$ cat src/hdl/reset_vector_pkg.sv
// Constants, field layouts and carrier types for the reset and interrupt vectoring block.
// Assumes one core clock and a synchronous active-high reset.
package reset_vector_pkg;

  // Program counter and stack
  localparam int          PC_W          = 13;
  localparam logic [12:0] RESET_VECTOR  = 13'h0000;
  localparam logic [12:0] INT_VECTOR    = 13'h0004;
  localparam logic [12:0] PC_LAST       = 13'h1fff;
  localparam logic [12:0] PC_ONE        = 13'h0001;
  localparam int          STACK_DEPTH   = 8;
  localparam int          STACK_PTR_W   = 3;
  localparam logic [3:0]  STACK_FULL    = 4'h8;

  // Option word
  localparam logic [15:0] OPT_ERASED    = 16'h0000;
  localparam logic [1:0]  BOR_1V8       = 2'h0;
  localparam logic [1:0]  BOR_2V0       = 2'h1;
  localparam logic [1:0]  BOR_2V6       = 2'h2;

  // Register byte offsets
  localparam logic [7:0]  REG_CTRL       = 8'h00;
  localparam logic [7:0]  REG_STATUS     = 8'h04;
  localparam logic [7:0]  REG_PC         = 8'h08;
  localparam logic [7:0]  REG_IRQ_STATUS = 8'h0c;
  localparam logic [7:0]  REG_IRQ_MASK   = 8'h10;

  // Field positions
  localparam int CTRL_INT_EN      = 0;
  localparam int STATUS_TIMEOUT   = 0;
  localparam int STATUS_POWERDOWN = 1;
  localparam int STATUS_CAUSE_LO  = 2;
  localparam int STATUS_DEPTH_LO  = 5;
  localparam int EV_RESET         = 0;
  localparam int EV_OVERFLOW      = 1;
  localparam int EV_UNDERFLOW     = 2;
  localparam int EV_INT_ENTRY     = 3;
  localparam int EV_W             = 4;

  // Reset values
  localparam logic [3:0]  IRQ_MASK_RST  = 4'h0;
  localparam logic        INT_EN_RST    = 1'b0;
  localparam logic [2:0]  CAUSE_POWERON = 3'h1;
  localparam logic [2:0]  CAUSE_WDT     = 3'h2;
  localparam logic [2:0]  CAUSE_BOR     = 3'h4;
  localparam logic [15:0] SCRAMBLE_SEED = 16'hace1;

  typedef enum logic [2:0] {
    ST_HOLD  = 3'b001,
    ST_LATCH = 3'b010,
    ST_RUN   = 3'b100
  } seq_state_t;

  // Decoded option fields, lowest member is bit 0 of the option word
  typedef struct packed {
    logic       capturePinRoute;
    logic       usartOnPortA;
    logic       progPinDedicate;
    logic [1:0] brownoutThresholdSelect;
    logic       codeProtect;
    logic       wdtEnable;
    logic       oscFreqSelect;
  } options_t;

  // Program flow requests from the core
  typedef struct packed {
    logic        step;
    logic        jump;
    logic        call;
    logic        ret;
    logic        retInt;
    logic [12:0] target;
  } core_cmd_t;

  // One bit per routed pin
  typedef struct packed {
    logic portaBit3;
    logic portaBit4;
    logic portbBit0;
    logic portbBit1;
    logic portcBit0;
    logic portcBit1;
  } pins_t;

endpackage

$ cat src/hdl/reset_interrupt_vectoring_config.sv
// Reset sequencing, program counter vectoring, return stack and option word decoding.
// Assumes Avalon-MM master on ref_clk; brownout and pin inputs arrive asynchronously.
//
// Contract
// [RULE1] Any reset loads PC with 0000H first
// [RULE2] Power-on, watchdog, brownout each force reset sequence
// [RULE3] Powerdown and timeout flags show reset kind
// [RULE4] Interrupt pushes PC, jumps to 0004H
// [RULE5] All interrupt sources share one vector
// [RULE6] Only PC saved on interrupt entry
// [RULE7] Return stack holds eight entries
// [RULE8] PC spans 8K words, 0000H to 1FFFH
// [RULE9] Option selects 8MHz or 16MHz oscillator
// [RULE10] Option enables or disables whole watchdog
// [RULE11] Protected code reads back as garbage
// [RULE12] Option selects 1.8V, 2.0V, 2.6V brownout
// [RULE13] Option dedicates or releases programming pins
// [RULE14] Option routes USART to port C or A
// [RULE15] Option routes capture/PWM to port A or B; code routes it to neither when USART is also on port A
// [RULE16] Only programmer reaches the option word
// [RULE17] Options latched during reset, held until next
//
// Our own choices: the register offsets and the Avalon-MM interface to the registers.
`timescale 1ns/1ps
module reset_interrupt_vectoring_config (
  input  wire logic                        ref_clk,
  input  wire logic                        srst,
  input  wire logic                        wdtTimeout,
  input  wire logic                        brownoutTrip,
  input  wire logic                        sleepEntry,
  input  wire logic                        wdtClear,
  input  wire reset_vector_pkg::core_cmd_t coreCmd,
  input  wire logic                        intRequest,
  output logic [12:0]                      pc,
  output logic                             coreHold,
  output logic                             intAccept,
  output reset_vector_pkg::options_t       options,
  output logic                             progPinsReleased,
  input  wire logic                        progWrite,
  input  wire logic [15:0]                 progWdata,
  output logic [15:0]                      progRdata,
  input  wire logic                        progFlashRead,
  input  wire logic [15:0]                 flashRdata,
  output logic [15:0]                      progFlashData,
  input  wire logic                        usartTx,
  output logic                             usartRx,
  input  wire logic [1:0]                  pwmOut,
  input  wire logic                        portaBit4In,
  input  wire logic                        portcBit1In,
  output reset_vector_pkg::pins_t          pinDrive,
  output reset_vector_pkg::pins_t          pinEnable,
  input  wire logic [7:0]                  avs_address,
  input  wire logic                        avs_read,
  input  wire logic                        avs_write,
  input  wire logic [31:0]                 avs_writedata,
  output logic [31:0]                      avs_readdata,
  output logic                             avs_waitrequest,
  output logic                             irq
);

  reset_vector_pkg::seq_state_t state;
  reset_vector_pkg::seq_state_t next_state;
  logic [15:0] optionCell;
  logic [2:0]  syncFirst;
  logic [2:0]  syncSecond;
  logic        brownoutSync;
  logic        wdtFire;
  logic        running;
  logic        intTake;
  logic        intEnable;
  logic        timeoutFlag;
  logic        powerdownFlag;
  logic [2:0]  resetCause;
  logic [12:0] stackMem [reset_vector_pkg::STACK_DEPTH];
  logic [2:0]  stackPtr;
  logic [3:0]  stackDepth;
  logic        doPush;
  logic        doPop;
  logic [12:0] pushValue;
  logic [12:0] popValue;
  logic [3:0]  events;
  logic [3:0]  irqStatus;
  logic [3:0]  irqMask;
  logic        busAck;
  logic        busFirst;
  logic        busWrite;
  logic [31:0] readMux;
  logic [15:0] scramble;

  // Two-stage synchronisers for brownout comparator and pin inputs
  always_ff @(posedge ref_clk) begin
    if (srst) begin
      syncFirst  <= 3'h0;
      syncSecond <= 3'h0;
    end else begin
      syncFirst  <= {brownoutTrip, portaBit4In, portcBit1In};
      syncSecond <= syncFirst;
    end
  end
  assign brownoutSync = syncSecond[2];

  // Watchdog only acts when enabled by option
  assign wdtFire = wdtTimeout & options.wdtEnable & running; // see [RULE10]
  assign running = (state == reset_vector_pkg::ST_RUN);

  // Reset sequencer
  always_comb begin
    next_state = state;
    case (state)
      reset_vector_pkg::ST_HOLD: begin
        if (!brownoutSync) begin
          next_state = reset_vector_pkg::ST_LATCH;
        end
      end
      reset_vector_pkg::ST_LATCH: begin
        next_state = brownoutSync ? reset_vector_pkg::ST_HOLD : reset_vector_pkg::ST_RUN;
      end
      reset_vector_pkg::ST_RUN: begin
        if (brownoutSync || wdtFire) begin
          next_state = reset_vector_pkg::ST_HOLD; // see [RULE2]
        end
      end
      default: begin
        next_state = reset_vector_pkg::ST_HOLD;
      end
    endcase
  end

  always_ff @(posedge ref_clk) begin
    if (srst) begin
      state <= reset_vector_pkg::ST_HOLD; // see [RULE2]
    end else begin
      state <= next_state;
    end
  end

  assign coreHold = !running; // see [RULE1]

  // Option cell, reachable only through the programmer port
  always_ff @(posedge ref_clk) begin
    if (srst) begin
      optionCell <= reset_vector_pkg::OPT_ERASED;
    end else if (progWrite) begin
      optionCell <= progWdata; // see [RULE16]
    end
  end

  always_ff @(posedge ref_clk) begin
    if (srst) begin
      progRdata <= 16'h0000;
    end else begin
      progRdata <= optionCell; // see [RULE16]
    end
  end

  // Latch option fields once per reset
  always_ff @(posedge ref_clk) begin
    if (srst) begin
      options <= '0;
    end else if (state == reset_vector_pkg::ST_LATCH) begin
      options <= reset_vector_pkg::options_t'(optionCell[7:0]); // see [RULE17] [RULE9]
      if (optionCell[4:3] == 2'h3) begin
        options.brownoutThresholdSelect <= reset_vector_pkg::BOR_2V6; // see [RULE12]
      end
    end
  end

  assign progPinsReleased = !options.progPinDedicate; // see [RULE13]

  // Code protection readout
  always_ff @(posedge ref_clk) begin
    if (srst) begin
      scramble <= reset_vector_pkg::SCRAMBLE_SEED;
    end else begin
      scramble <= {scramble[14:0], scramble[15] ^ scramble[13] ^ scramble[12] ^ scramble[10]};
    end
  end

  always_ff @(posedge ref_clk) begin
    if (srst) begin
      progFlashData <= 16'h0000;
    end else if (progFlashRead) begin
      progFlashData <= options.codeProtect ? scramble : flashRdata; // see [RULE11]
    end
  end

  // Pin routing; USART takes port A bits 3/4 ahead of capture/PWM
  always_comb begin
    pinDrive  = '0;
    pinEnable = '0;
    if (options.usartOnPortA) begin
      pinDrive.portaBit3  = usartTx; // see [RULE14]
      pinEnable.portaBit3 = 1'b1;
    end else begin
      pinDrive.portcBit0  = usartTx; // see [RULE14]
      pinEnable.portcBit0 = 1'b1;
    end
    if (options.capturePinRoute && !options.usartOnPortA) begin
      pinDrive.portaBit3  = pwmOut[1]; // see [RULE15]
      pinDrive.portaBit4  = pwmOut[0];
      pinEnable.portaBit3 = 1'b1;
      pinEnable.portaBit4 = 1'b1;
    end else if (!options.capturePinRoute) begin
      pinDrive.portbBit1  = pwmOut[0]; // see [RULE15]
      pinDrive.portbBit0  = pwmOut[1];
      pinEnable.portbBit1 = 1'b1;
      pinEnable.portbBit0 = 1'b1;
    end
  end

  always_ff @(posedge ref_clk) begin
    if (srst) begin
      usartRx <= 1'b1;
    end else begin
      usartRx <= options.usartOnPortA ? syncSecond[1] : syncSecond[0]; // see [RULE14]
    end
  end

  // Interrupt acceptance, one vector for every source
  assign intTake   = running && intRequest && intEnable && !wdtFire && !brownoutSync;
  assign intAccept = intTake; // see [RULE5]

  // Return stack control
  always_comb begin
    doPush    = 1'b0;
    doPop     = 1'b0;
    pushValue = pc;
    if (intTake) begin
      doPush    = 1'b1; // see [RULE4] [RULE6]
      pushValue = pc;
    end else if (running && coreCmd.call) begin
      doPush    = 1'b1;
      pushValue = pc + reset_vector_pkg::PC_ONE;
    end else if (running && (coreCmd.ret || coreCmd.retInt)) begin
      doPop = 1'b1;
    end
  end

  assign popValue = stackMem[stackPtr - 3'h1];

  always_ff @(posedge ref_clk) begin
    if (doPush) begin
      stackMem[stackPtr] <= pushValue; // see [RULE7]
    end
  end

  always_ff @(posedge ref_clk) begin
    if (srst || !running) begin
      stackPtr   <= 3'h0;
      stackDepth <= 4'h0;
    end else if (doPush) begin
      stackPtr <= stackPtr + 3'h1; // see [RULE7]
      if (stackDepth != reset_vector_pkg::STACK_FULL) begin
        stackDepth <= stackDepth + 4'h1;
      end
    end else if (doPop) begin
      stackPtr <= stackPtr - 3'h1;
      if (stackDepth != 4'h0) begin
        stackDepth <= stackDepth - 4'h1;
      end
    end
  end

  // Program counter, 13 bits wrap at the top of the 8K space
  always_ff @(posedge ref_clk) begin
    if (srst || !running) begin
      pc <= reset_vector_pkg::RESET_VECTOR; // see [RULE1] [RULE8]
    end else if (intTake) begin
      pc <= reset_vector_pkg::INT_VECTOR; // see [RULE4] [RULE5]
    end else if (coreCmd.call || coreCmd.jump) begin
      pc <= coreCmd.target;
    end else if (doPop) begin
      pc <= popValue;
    end else if (coreCmd.step) begin
      pc <= pc + reset_vector_pkg::PC_ONE; // see [RULE8]
    end
  end

  // Reset kind flags
  always_ff @(posedge ref_clk) begin
    if (srst) begin
      timeoutFlag   <= 1'b1; // see [RULE3]
      powerdownFlag <= 1'b1;
      resetCause    <= reset_vector_pkg::CAUSE_POWERON;
    end else if (wdtFire) begin
      timeoutFlag <= 1'b0; // see [RULE3]
      resetCause  <= reset_vector_pkg::CAUSE_WDT;
    end else if (running && brownoutSync) begin
      timeoutFlag   <= 1'b1;
      powerdownFlag <= 1'b1;
      resetCause    <= reset_vector_pkg::CAUSE_BOR;
    end else if (wdtClear) begin
      timeoutFlag   <= 1'b1;
      powerdownFlag <= 1'b1;
    end else if (sleepEntry) begin
      powerdownFlag <= 1'b0; // see [RULE3]
    end
  end

  // Bus handshake: one wait cycle then answer
  assign busFirst        = (avs_read || avs_write) && !busAck;
  assign avs_waitrequest = busFirst;
  assign busWrite        = avs_write && busAck;

  always_ff @(posedge ref_clk) begin
    if (srst) begin
      busAck <= 1'b0;
    end else begin
      busAck <= busFirst;
    end
  end

  always_comb begin
    readMux = 32'h0000_0000;
    case (avs_address)
      reset_vector_pkg::REG_CTRL:       readMux[reset_vector_pkg::CTRL_INT_EN] = intEnable;
      reset_vector_pkg::REG_STATUS: begin
        readMux[reset_vector_pkg::STATUS_TIMEOUT]   = timeoutFlag;
        readMux[reset_vector_pkg::STATUS_POWERDOWN] = powerdownFlag;
        readMux[reset_vector_pkg::STATUS_CAUSE_LO +: 3] = resetCause;
        readMux[reset_vector_pkg::STATUS_DEPTH_LO +: 4] = stackDepth;
      end
      reset_vector_pkg::REG_PC:         readMux[12:0] = pc;
      reset_vector_pkg::REG_IRQ_STATUS: readMux[3:0]  = irqStatus;
      reset_vector_pkg::REG_IRQ_MASK:   readMux[3:0]  = irqMask;
      default:                          readMux = 32'h0000_0000;
    endcase
  end

  always_ff @(posedge ref_clk) begin
    if (srst) begin
      avs_readdata <= 32'h0000_0000;
    end else if (busFirst && avs_read) begin
      avs_readdata <= readMux;
    end
  end

  // Interrupt enable: hardware clears on entry, sets on return from interrupt
  always_ff @(posedge ref_clk) begin
    if (srst || !running) begin
      intEnable <= reset_vector_pkg::INT_EN_RST;
    end else if (intTake) begin
      intEnable <= 1'b0;
    end else if (doPop && coreCmd.retInt) begin
      intEnable <= 1'b1;
    end else if (busWrite && avs_address == reset_vector_pkg::REG_CTRL) begin
      intEnable <= avs_writedata[reset_vector_pkg::CTRL_INT_EN];
    end
  end

  // Sticky events, set wins over write-one-to-clear
  always_comb begin
    events = 4'h0;
    events[reset_vector_pkg::EV_RESET]     = state == reset_vector_pkg::ST_LATCH;
    events[reset_vector_pkg::EV_OVERFLOW]  = doPush && stackDepth == reset_vector_pkg::STACK_FULL;
    events[reset_vector_pkg::EV_UNDERFLOW] = doPop && stackDepth == 4'h0;
    events[reset_vector_pkg::EV_INT_ENTRY] = intTake;
  end

  always_ff @(posedge ref_clk) begin
    if (srst) begin
      irqStatus <= 4'h0;
    end else if (busWrite && avs_address == reset_vector_pkg::REG_IRQ_STATUS) begin
      irqStatus <= (irqStatus & ~avs_writedata[3:0]) | events;
    end else begin
      irqStatus <= irqStatus | events;
    end
  end

  always_ff @(posedge ref_clk) begin
    if (srst) begin
      irqMask <= reset_vector_pkg::IRQ_MASK_RST;
    end else if (busWrite && avs_address == reset_vector_pkg::REG_IRQ_MASK) begin
      irqMask <= avs_writedata[3:0];
    end
  end

  assign irq = |(irqStatus & irqMask);

endmodule

$ cat config.mk
export PLATFORM = sky130hd
export DESIGN_NAME = reset_interrupt_vectoring_config
export DESIGN_NICKNAME = d
export VERILOG_FILES = /design/src/hdl/reset_vector_pkg.sv /design/src/hdl/reset_interrupt_vectoring_config.sv
export SDC_FILE = /design/constraint.sdc
export NUM_CORES = 1
export LEC_CHECK = 0
export BUFFER_PORTS_ARGS = -buffer_cell sky130_fd_sc_hd__buf_4
export CAP_MARGIN = 20
export CELL_PAD_IN_SITES_DETAIL_PLACEMENT = 0
export CELL_PAD_IN_SITES_GLOBAL_PLACEMENT = 1
export CORE_MARGIN = 4
export CORE_UTILIZATION = 30
export DETAILED_ROUTE_END_ITERATION = 8
export PLACE_DENSITY_LB_ADDON = 0.1
export SETUP_SLACK_MARGIN = 0.2
export SLEW_MARGIN = 20
export SYNTH_ARGS = -nofsm -noshare
export SYNTH_HDL_FRONTEND = slang
export SYNTH_SLANG_ARGS = --single-unit
$ cat constraint.sdc
create_clock -name ref_clk -period 7.45 [get_ports ref_clk]
set_clock_uncertainty 0.15 [all_clocks]
set_input_delay 0.3725 -clock ref_clk [delete_from_list [all_inputs] [get_ports ref_clk]]
set_output_delay 0.3725 -clock ref_clk [all_outputs]
set_load 0.03 [all_outputs]
==> impl_metrics.env, run 1 <==
export IMPL_place_port_buffers=159
export IMPL_cts_buffers=28
export IMPL_number_of_buffers_on_the_longest_clock_path=3
export IMPL_multi_input_comb_area_um2=3790
export IMPL_timing_max_transition_violations_final=0
export IMPL_layout_drive_gt1_share_pct=27.2
export IMPL_layout_area_overhead_vs_synth_pct=28.6
export IMPL_timing_final_crit_period_ns=3.31
export IMPL_clockRootBuffer="clkbuf_16"
export IMPL_timing_max_cap_violations=0
export IMPL_rows=65
export IMPL_synth_top_cell_by_area="edfxtp_1"
export IMPL_grt_overflow=0
export IMPL_startpoint_type="register"
export IMPL_finish_net_count=1098
export IMPL_critical_path_arrival_ns=3.30
export IMPL_netlist_area_leader_share_pct=31.8
export IMPL_seq_cell_area_um2=5730
export IMPL_post_route_drc_count=0
export IMPL_synth_edff_count=104
export IMPL_drt_total_wl_um=27000
export IMPL_postCtsSetupBuffers=0
export IMPL_track_usage_pct=14.6
export IMPL_drt_wl_cell_um=18.7
export IMPL_path_buf_inv=1
export IMPL_tritoncts="yes"
export IMPL_clock_sinks=234
export IMPL_grt_antenna_before_repair=0
export IMPL_detailedRoute_firstPassIterationCount=4
export IMPL_grt_pass1_vias=6786
export IMPL_crit_type="reg -> reg"
export IMPL_top_cells_by_area_synth="edfxtp_1, dfxtp_1, mux2i_1, mux4_2, nor2_1"
export IMPL_final_cell_mix="buf_4, dfxtp_1, edfxtp_1"
export IMPL_worst_slew_pin_slew_ns=1.11
export IMPL_predominant_post_synthesis_flop_cell="dfxtp_1"
export IMPL_total_power_mw=2.90
export IMPL_grt_start_max_net_pins=63
export IMPL_core_box_area_um2=31900
export IMPL_cpLargestDelayFamily="simple AND/OR/NAND/NOR gates"
export IMPL_run_status="finished clean"
export IMPL_post_drt_via_cell_ratio=4.59
export IMPL_place_detailed_hpwl_um=18300
export IMPL_p_per_area_nw_per_um2=230
export IMPL_final_replace_weighted_congestion=0.760
export IMPL_vias=6627
export IMPL_layout_cells_most_common="buf_4"
export IMPL_wire_length_of_the_first_global_routing_pass_um=41000
export IMPL_insertedDiodeCount=0
export IMPL_cp_end_kind="register"
export IMPL_synthesis_instances=804
export IMPL_die_width_um=189
export IMPL_clk_insertion_delay_late_ns=0.53
export IMPL_cts_resized=0
export IMPL_setup_violations=0
export IMPL_hold_viol=0
export IMPL_worst_r2r_setup_slack_ns=4.14
export IMPL_cts_reportedPaths_clkPinSlew_ns=0.06
export IMPL_path_category_of_the_worst_min_delay_check="in -> reg"
export IMPL_final_setup_tns_ns=0
export IMPL_power_static_leakage_nw=4.77
export IMPL_number_of_levels_in_the_clock_h_tree=1
export IMPL_die_area_um2=35700
export IMPL_path_cells="nor3b_4 > inv_2 > nor2_1 > nand2_1 > nor2_2"
export IMPL_synthArstFlopShare_pct=0
export IMPL_data_required_critical_path_ns=7.44
export IMPL_filler_cell_count=3175
export IMPL_synth_seq_cells=234
export IMPL_placed_area_um2=11400
export IMPL_synthesis_area_um2=9810
export IMPL_synth_area_per_cell_um2=12.2
export IMPL_final_period_utilization_pct=44.5
export IMPL_yosys_warnings=0
export IMPL_clock_fmax_mhz=302
export IMPL_worst_slew_margin_rel_pct=26.0
export IMPL_seq_area_frac_synth_pct=58.4
export IMPL_critical_path_peak_fanout=13
export IMPL_vdd_ir_drop_max_uv=137
export IMPL_die_height_um=189
export IMPL_synthDistinctLibCells=65
export IMPL_antenna_left=0
export IMPL_rsz0062_at_grt="false"
export IMPL_post_route_cell_area_um2=12600
export IMPL_cp_slowest_cell="nor2_2"
export IMPL_initialDrtViolationCount=307
export IMPL_io_pin_count=209
export IMPL_slowest_delay_ns=0.91
export IMPL_floorplan_initialDensity_pct=30.8
logic make-up after synthesis:
family | after synthesis | share of synthesized area, %
AND/OR/NAND/NOR | 251 | 13.1
flip-flops | 234 | 58.4
AO/OA/AOI/OAI | 110 | 8.15
multiplexers | 92 | 12.8
buffers and inverters | 83 | 4.44
XOR/XNOR | 29 | 2.59
adder cells (fa/ha/maj) | 4 | 0.510
other | 1 | 0.0382
routing by layer:
| layer | global-route usage [%] | up-vias | wire length (um) |
|---|---|---|---|
| met3 | 3.26 | 23 | 1740 |
| met1 | 20.0 | 3187 | 12300 |
| met5 | 0 | - | 0 |
| li1 | - | 3260 | - |
| met2 | 24.3 | 157 | 12600 |
| met4 | 2.49 | 0 | 309 |
stage by stage:
stage               hold WS [ns]  std cells  setup WS (ns)  utilization (%)
finish                    0.0350       1444           4.14             39.6
global route              0.0391       1444           3.85             39.6
CTS                       0.0112       1444           4.06             39.6
detailed placement         0.276       1359           4.09             35.7
global placement           0.267       1359           4.07             35.7
floorplan                  0.264        824           4.55                -
tightest hold or removal path, stage by stage:
cell and delay [ns]:
buf_4 0.10, nor2_1 0.06, nand3_1 0.07, a21oi_1 0.06
report_power, final:
part	leakage (nW)	internal [mW]	switching, mW
sequential	2.05	1.36	0.0174
clock	0.438	0.807	0.525
combinational	2.28	0.0857	0.107
total	4.77	2.25	0.649
repair_timing:
| item | CTS | global route |
|---|---|---|
| setup endpoints to repair | 0 | 0 |
| hold buffers | 34 | 0 |
| endpoints found under the hold margin | 35 | 0 |
synthesized netlist by cell type, drive strengths merged (9+ instances only):
cell,count
a22oi,17
a22o,10
nand2,45
mux4,26
or2,10
nand4,9
edfxtp,104
clkbuf,26
nor2b,41
a211oi,20
nand3,15
nor3,18
a21oi,27
buf,41
o21ai,10
nor2,80
dfxtp,130
inv,16
xnor2,21
mux2i,63
worst paths after layout:
kind | cells past startpoint | start | to
hold reg to reg | 1 | syncFirst[1] | syncSecond[1]
hold / removal | 4 | avs_address[6] | avs_readdata[0]
setup / recovery | 5 | state[2] | stackMem[7][9]
setup reg to reg | 5 | state[2] | stackMem[7][9]
state kept, by name, indices dropped and copies added, names as in the netlist:
register / count
syncFirst: 3
state: 3
resetCause: 3
stackMem: 104
intEnable: 1
usartRx: 1
busAck: 1
progFlashData: 16
stackDepth: 4
scramble: 16
stackPtr: 3
timeoutFlag: 1
powerdownFlag: 1
irqStatus: 4
pc: 13
avs_readdata: 13
syncSecond: 3
optionCell: 16
progRdata: 16
options: 8
irqMask: 4
final cells by class:
class	count	share of cell area, %
timing repair buffer	201	12.6
clock buffer	34	5.90
inverter	16	0.476
sequential	234	45.4
tap	435	4.32
clock inverter	17	1.21
multi-input combinational	507	30.0
(Power assumes the default switching activity.)
==> run 2, diff against run 1 <==
==> constraint.sdc (replaced) <==
create_clock -name ref_clk -period 3.3 [get_ports ref_clk]
set_clock_uncertainty 0.15 [all_clocks]
set_input_delay 0.165 -clock ref_clk [delete_from_list [all_inputs] [get_ports ref_clk]]
set_output_delay 0.165 -clock ref_clk [all_outputs]
set_load 0.03 [all_outputs]
==> run 2 against run 1 <==
  * Global-route usage increased by 0.37 points
  * Sequential power up 130%
  * Core utilization increased by 2.8 points
  * Critical endpoint is now pc[7]
==> impl_metrics.env, run 2 (synthesized netlist as in run 1, its figures left out) <==
export IMPL_worst_slew_margin_rel_pct=41.7
export IMPL_power_static_leakage_nw=5.24
export IMPL_clockRootBuffer="clkbuf_16"
export IMPL_clk_insertion_delay_late_ns=0.53
export IMPL_largest_reg_flops=104
export IMPL_crit_type="reg -> reg"
export IMPL_insertedDiodeCount=0
export IMPL_die_width_um=189
export IMPL_path_cells="inv_1 > ha_1 > buf_4 > mux4_2 > mux2i_1 > nand3_1 > o211ai_1 > a21oi_1 > dlygate4sd3_1"
export IMPL_cpLargestDelayFamily="buffers and inverters"
export IMPL_antenna_left=0
export IMPL_top_register="stackMem"
export IMPL_cp_slowest_cell="dlygate4sd3_1"
export IMPL_die_area_um2=35700
export IMPL_final_cell_mix="buf_4, dfxtp_1, edfxtp_1"
export IMPL_p_per_area_nw_per_um2=512
export IMPL_seq_cell_area_um2=5730
export IMPL_grt_antenna_before_repair=0
export IMPL_rows=65
export IMPL_hold_viol=0
export IMPL_slowest_delay_ns=0.56
export IMPL_final_period_utilization_pct=87.9
export IMPL_critical_path_arrival_ns=3.17
export IMPL_initialDrtViolationCount=327
export IMPL_timing_final_ws_setup_ns=0.398
export IMPL_final_replace_weighted_congestion=0.793
export IMPL_place_detailed_hpwl_um=18900
export IMPL_setup_violations=0
export IMPL_io_pin_count=209
export IMPL_post_route_cell_area_um2=13500
export IMPL_grt_overflow=0
export IMPL_worst_hold_startpoint="srst"
export IMPL_floorplan_initialDensity_pct=30.8
export IMPL_layout_cells_most_common="buf_4"
export IMPL_timing_max_cap_violations=0
export IMPL_startpoint_type="register"
export IMPL_terminus_of_the_critical_flop_to_flop_path="pc[7]"
export IMPL_worst_slew_pin_slew_ns=0.875
export IMPL_multi_input_comb_area_um2=3760
export IMPL_die_height_um=189
export IMPL_timing_final_crit_period_ns=2.90
export IMPL_grt_start_max_net_pins=62
export IMPL_core_box_area_um2=31900
export IMPL_r2r_cells=9
export IMPL_pre_cts_slack_ns=0.773
export IMPL_wire_length_of_the_first_global_routing_pass_um=42500
export IMPL_vias=7024
export IMPL_clock_sinks=234
export IMPL_cp_end_kind="register"
export IMPL_rsz0062_at_grt="false"
export IMPL_filler_cell_count=3095
export IMPL_path_buf_inv=3
export IMPL_whs_endpoint="stackPtr[1]"
export IMPL_vdd_ir_drop_max_uv=389
export IMPL_final_setup_tns_ns=0
export IMPL_placed_area_um2=11500
export IMPL_data_required_critical_path_ns=3.57
export IMPL_min_path_cells=3
export IMPL_drt_wl_cell_um=18.1
export IMPL_layout_area_overhead_vs_synth_pct=37.7
export IMPL_total_power_mw=6.91
export IMPL_worst_r2r_setup_slack_ns=0.40
export IMPL_place_port_buffers=159
export IMPL_grt_pass1_vias=7248
export IMPL_layout_drive_gt1_share_pct=27.8
export IMPL_critical_path_peak_fanout=17
export IMPL_drt_total_wl_um=27600
export IMPL_cts_reportedPaths_clkPinSlew_ns=0.06
export IMPL_clock_fmax_mhz=345
export IMPL_cts_buffers=27
export IMPL_tritoncts="yes"
export IMPL_track_usage_pct=15.0
export IMPL_path_category_of_the_worst_min_delay_check="in -> reg"
export IMPL_post_drt_via_cell_ratio=4.59
export IMPL_finish_net_count=1185
export IMPL_detailedRoute_firstPassIterationCount=4
export IMPL_number_of_buffers_on_the_longest_clock_path=3
export IMPL_run_status="finished clean"
export IMPL_timing_max_transition_violations_final=0
export IMPL_startpoint_of_the_lowest_slack_register_to_register_path="stackPtr[1]"
export IMPL_number_of_levels_in_the_clock_h_tree=1
export IMPL_post_route_drc_count=0
## run 2: cell types whose count changed in the layout (fill, tap and decap cells not counted), sizes merged
cell / previous run / this run
clkbuf: 34 / 31
bufinv: 3 / 7
inv: 16 / 18
dlygate4sd3: 34 / 101
buf: 167 / 188
clkinv: 13 / 9
## run 2: metal layers
metal	vias to the layer above	part of all wire, %	global-route usage [%]
li1	3442	-	-
met1	3384	45	20.2
met2	163	48	25.2
met3	35	5.7	3.19
met4	0	1.6	3.20
met5	-	0	0
## run 2: repair_timing
item / CTS / global route
endpoints found under the hold margin: 69 / 0
setup endpoints to repair: 0 / 2
setup buffers: 0 / 4
gates resized for setup: 0 / 1
hold buffers: 101 / 0
## run 2: report_power, final
group          leakage [nW]  internal [mW]  switching, mW
Combinational          2.69          0.254          0.254
Clock                 0.491           2.09           1.21
Sequential             2.05           3.06         0.0403
## run 2: through the flow
step,util [%],instances,hold slack (ns)
floorplan,-,824,0.141
global placement,36.0,1376,0.228
detailed placement,36.0,1376,0.234
CTS,42.3,1527,0.000554
global route,42.4,1531,0.0248
finish,42.4,1531,0.0174
## run 2: how the worst max path moves through the flow
stage	from	to	slack, ns	cells after the start
3_3_place_gp	pc[0]	stackMem[3][8]	0.75	4
5_1_grt	stackPtr[1]	pc[7]	0.28	9
3_5_place_dp	pc[0]	stackMem[0][8]	0.77	4
4_1_cts	stackPtr[1]	pc[7]	0.26	9
6_report	stackPtr[1]	pc[7]	0.40	9
2_1_floorplan	options[1]	stackMem[0][0]	0.40	4
## run 2: tightest hold or removal path, cell delays in order
cell and delay [ns]:
buf_4 0.08, or4b_1 0.32, a21oi_1 0.08
## run 2: cell type report
cell class                 instances  share of cell area, %
tap                              435                   4.03
timing repair buffer             289                   17.9
inverter                          16                  0.444
clock inverter                    19                   2.09
clock buffer                      31                   5.26
multi-input combinational        507                   27.8
sequential                       234                   42.4
==> run 3, diff against run 2 <==
--- a/config.mk
+++ b/config.mk
@@ -9,8 +9,8 @@
 export CAP_MARGIN = 20
 export CELL_PAD_IN_SITES_DETAIL_PLACEMENT = 0
 export CELL_PAD_IN_SITES_GLOBAL_PLACEMENT = 1
-export CORE_MARGIN = 4
-export CORE_UTILIZATION = 30
+export CORE_MARGIN = 5
+export CORE_UTILIZATION = 43
 export DETAILED_ROUTE_END_ITERATION = 8
 export PLACE_DENSITY_LB_ADDON = 0.1
 export SETUP_SLACK_MARGIN = 0.2
==> run 3 against run 2 <==
  * Die area is 27% lower
  * Highest routed layer unchanged
  * Sequential power hardly changed
  * Clock-buffer cell count stayed put
  * Core utilization is 16 points higher
  * Final area is 2.8% lower
  * Worst hold slack better by 0.0040 ns
  * Total power is 3.6% lower
  * First-iteration DRC count is 31% higher
  * Wire length is 10% lower
  * Worst setup slack better by 0.19 ns
  * Largest power group is now sequential cells
  * Non-clock buffer count is 12 lower
  * Final cell count is 11% lower
==> impl_metrics.env, run 3 (synthesized netlist as in run 1, its figures left out) <==
export IMPL_run_status="finished clean"
export IMPL_power_share_switching_pct=20.8
export IMPL_startpoint_type="register"
export IMPL_timing_max_cap_violations=0
export IMPL_p_per_area_nw_per_um2=508
export IMPL_dr_wl_met2_um=12400
export IMPL_worst_hold_slack_ns=0.0213
export IMPL_place_detailed_hpwl_um=16700
export IMPL_top_register="stackMem"
export IMPL_worst_hold_startpoint="avs_address[5]"
export IMPL_die_area_um2=25900
export IMPL_antenna_left=0
export IMPL_postCtsSetupBuffers=0
export IMPL_startpoint_of_the_lowest_slack_register_to_register_path="stackPtr[1]"
export IMPL_path_cells="inv_1 > ha_1 > buf_4 > mux4_2 > nor2b_1 > a2111oi_1 > a311oi_1"
export IMPL_worst_r2r_setup_slack_ns=0.59
export IMPL_power_switching_mw=1.39
export IMPL_data_required_critical_path_ns=3.52
export IMPL_cts_reportedPaths_clkPinSlew_ns=0.06
export IMPL_layout_area_overhead_vs_synth_pct=33.9
export IMPL_drt_total_wl_um=24900
export IMPL_cp_slowest_cell="dfxtp_1"
export IMPL_timing_max_transition_violations_final=0
export IMPL_whs_endpoint="irqStatus[3]"
export IMPL_grt_pass1_vias=7322
export IMPL_io_pin_count=209
export IMPL_drt_wl_cell_um=18.2
export IMPL_comb_power_share_pct=7.6
export IMPL_post_route_drc_count=0
export IMPL_number_of_levels_in_the_clock_h_tree=1
export IMPL_die_height_um=161
export IMPL_grt_overflow=0
export IMPL_final_period_utilization_pct=82.1
export IMPL_track_usage_pct=18.8
export IMPL_power_static_leakage_nw=5.11
export IMPL_rsz0062_at_grt="false"
export IMPL_top_layer_used="met4"
export IMPL_share_seq_of_total_power_pct=46.5
export IMPL_timing_final_crit_period_ns=2.71
export IMPL_filler_cell_count=1889
export IMPL_cp_end_kind="register"
export IMPL_vias=7095
export IMPL_worst_slew_margin_rel_pct=29.9
export IMPL_layout_drive_gt1_share_pct=26.2
export IMPL_core_box_area_um2=22600
export IMPL_final_replace_weighted_congestion=0.796
export IMPL_met1_length_um=10600
export IMPL_layout_cells_most_common="buf_4"
export IMPL_insertedDiodeCount=0
export IMPL_timing_final_ws_setup_ns=0.591
export IMPL_hold_viol=0
export IMPL_vdd_ir_drop_max_uv=347
export IMPL_clk_insertion_delay_late_ns=0.50
export IMPL_setup_violations=0
export IMPL_met3_length_um=1330
export IMPL_path_category_of_the_worst_min_delay_check="in -> reg"
export IMPL_grt_start_max_net_pins=110
export IMPL_finish_net_count=1170
export IMPL_terminus_of_the_critical_flop_to_flop_path="pc[2]"
export IMPL_number_of_buffers_on_the_longest_clock_path=3
export IMPL_initialDrtViolationCount=428
export IMPL_worst_slew_pin_slew_ns=1.05
export IMPL_largest_reg_flops=104
export IMPL_critical_path_peak_fanout=21
export IMPL_min_path_cells=6
export IMPL_slowest_delay_ns=0.51
export IMPL_r2r_cells=7
export IMPL_floorplan_initialDensity_pct=43.5
export IMPL_grt_antenna_before_repair=0
export IMPL_pre_cts_slack_ns=0.664
export IMPL_clock_sinks=234
export IMPL_cts_buffers=24
export IMPL_rows=55
export IMPL_crit_type="reg -> reg"
export IMPL_die_width_um=161
export IMPL_critical_path_arrival_ns=2.92
export IMPL_clockRootBuffer="clkbuf_16"
export IMPL_wire_length_of_the_first_global_routing_pass_um=39400
export IMPL_detailedRoute_firstPassIterationCount=5
export IMPL_final_cell_mix="buf_4, dfxtp_1, edfxtp_1"
export IMPL_internal_power_mw=5.28
export IMPL_clock_fmax_mhz=369
export IMPL_power_clock_fraction_pct=45.8
export IMPL_tritoncts="yes"
export IMPL_final_setup_tns_ns=0
export IMPL_place_port_buffers=159
export IMPL_post_drt_via_cell_ratio=5.21
run 3: changes by cell type in the layout (fill, tap and decap cells not counted), moves of 2 or more:
cell / previous run / this run
nor3_2: 5 / 1
dfxtp_2: 3 / 1
buf_4: 188 / 177
clkinv_2: 7 / 3
dfxtp_1: 127 / 129
inv_6: 2 / 0
nor3_1: 13 / 17
run 3: power by group through the flow:
stage	sequential [mW]	clock, mW	combinational [mW]
4_1_cts	3.10	3.14	0.508
5_1_grt	3.11	3.27	0.547
2_1_floorplan	3.20	0	0.216
6_report	3.10	3.06	0.509
3_3_place_gp	3.16	0	0.397
3_5_place_dp	3.17	0	0.403
run 3: worst max-delay path: cells and delay by family, from the launching register on:
family	cells	cell delay, ns
flip-flops	1	0.51
adder cells (fa/ha/maj)	1	0.37
buffers and inverters	2	0.47
AND/OR/NAND/NOR	1	0.15
AO/OA/AOI/OAI	2	0.54
multiplexers	1	0.37
run 3: what timing repair did:
action                                 in CTS  in global routing
hold buffers                              100                  0
gates resized for setup                     0                  0
endpoints found under the hold margin      73                  0
run 3: per-layer routing:
layer | GRT usage (%) | vias to the layer above
li1 | - | 3396
met1 | 24.9 | 3455
met2 | 32.3 | 207
met3 | 2.78 | 37
met4 | 5.04 | 0
met5 | 0 | -
run 3: how the worst max path moves through the flow:
stage                 from  depth (start not counted)              to  slack, ns
5_1_grt        stackPtr[1]                          7           pc[2]       0.52
2_1_floorplan   options[1]                          4  stackMem[0][0]       0.40
4_1_cts        stackPtr[1]                          7           pc[2]       0.64
3_5_place_dp   stackPtr[1]                          7           pc[2]       0.66
6_report       stackPtr[1]                          7           pc[2]       0.59
3_3_place_gp   stackPtr[1]                          7           pc[2]       0.75
run 3: stage by stage:
step / power (mW) / instances / area (um2) / utilization (%)
after global placement: 3.56 / 1219 / 11200 / 49.7
after detailed placement: 3.57 / 1219 / 11200 / 49.7
final: 6.67 / 1363 / 13100 / 58.2
after CTS: 6.75 / 1363 / 13100 / 58.2
after global routing: 6.92 / 1363 / 13100 / 58.2
after floorplan: 3.42 / 824 / 9880 / -
run 3: layout make-up:
type / count / area, um2 / share of cell area (%)
tap: 285 / 357 / 2.72
clock buffer: 31 / 699 / 5.33
clock inverter: 13 / 219 / 1.67
inverter: 16 / 60.1 / 0.457
timing repair buffer: 277 / 2330 / 17.7
multi-input combinational: 507 / 3740 / 28.5
sequential: 234 / 5730 / 43.6
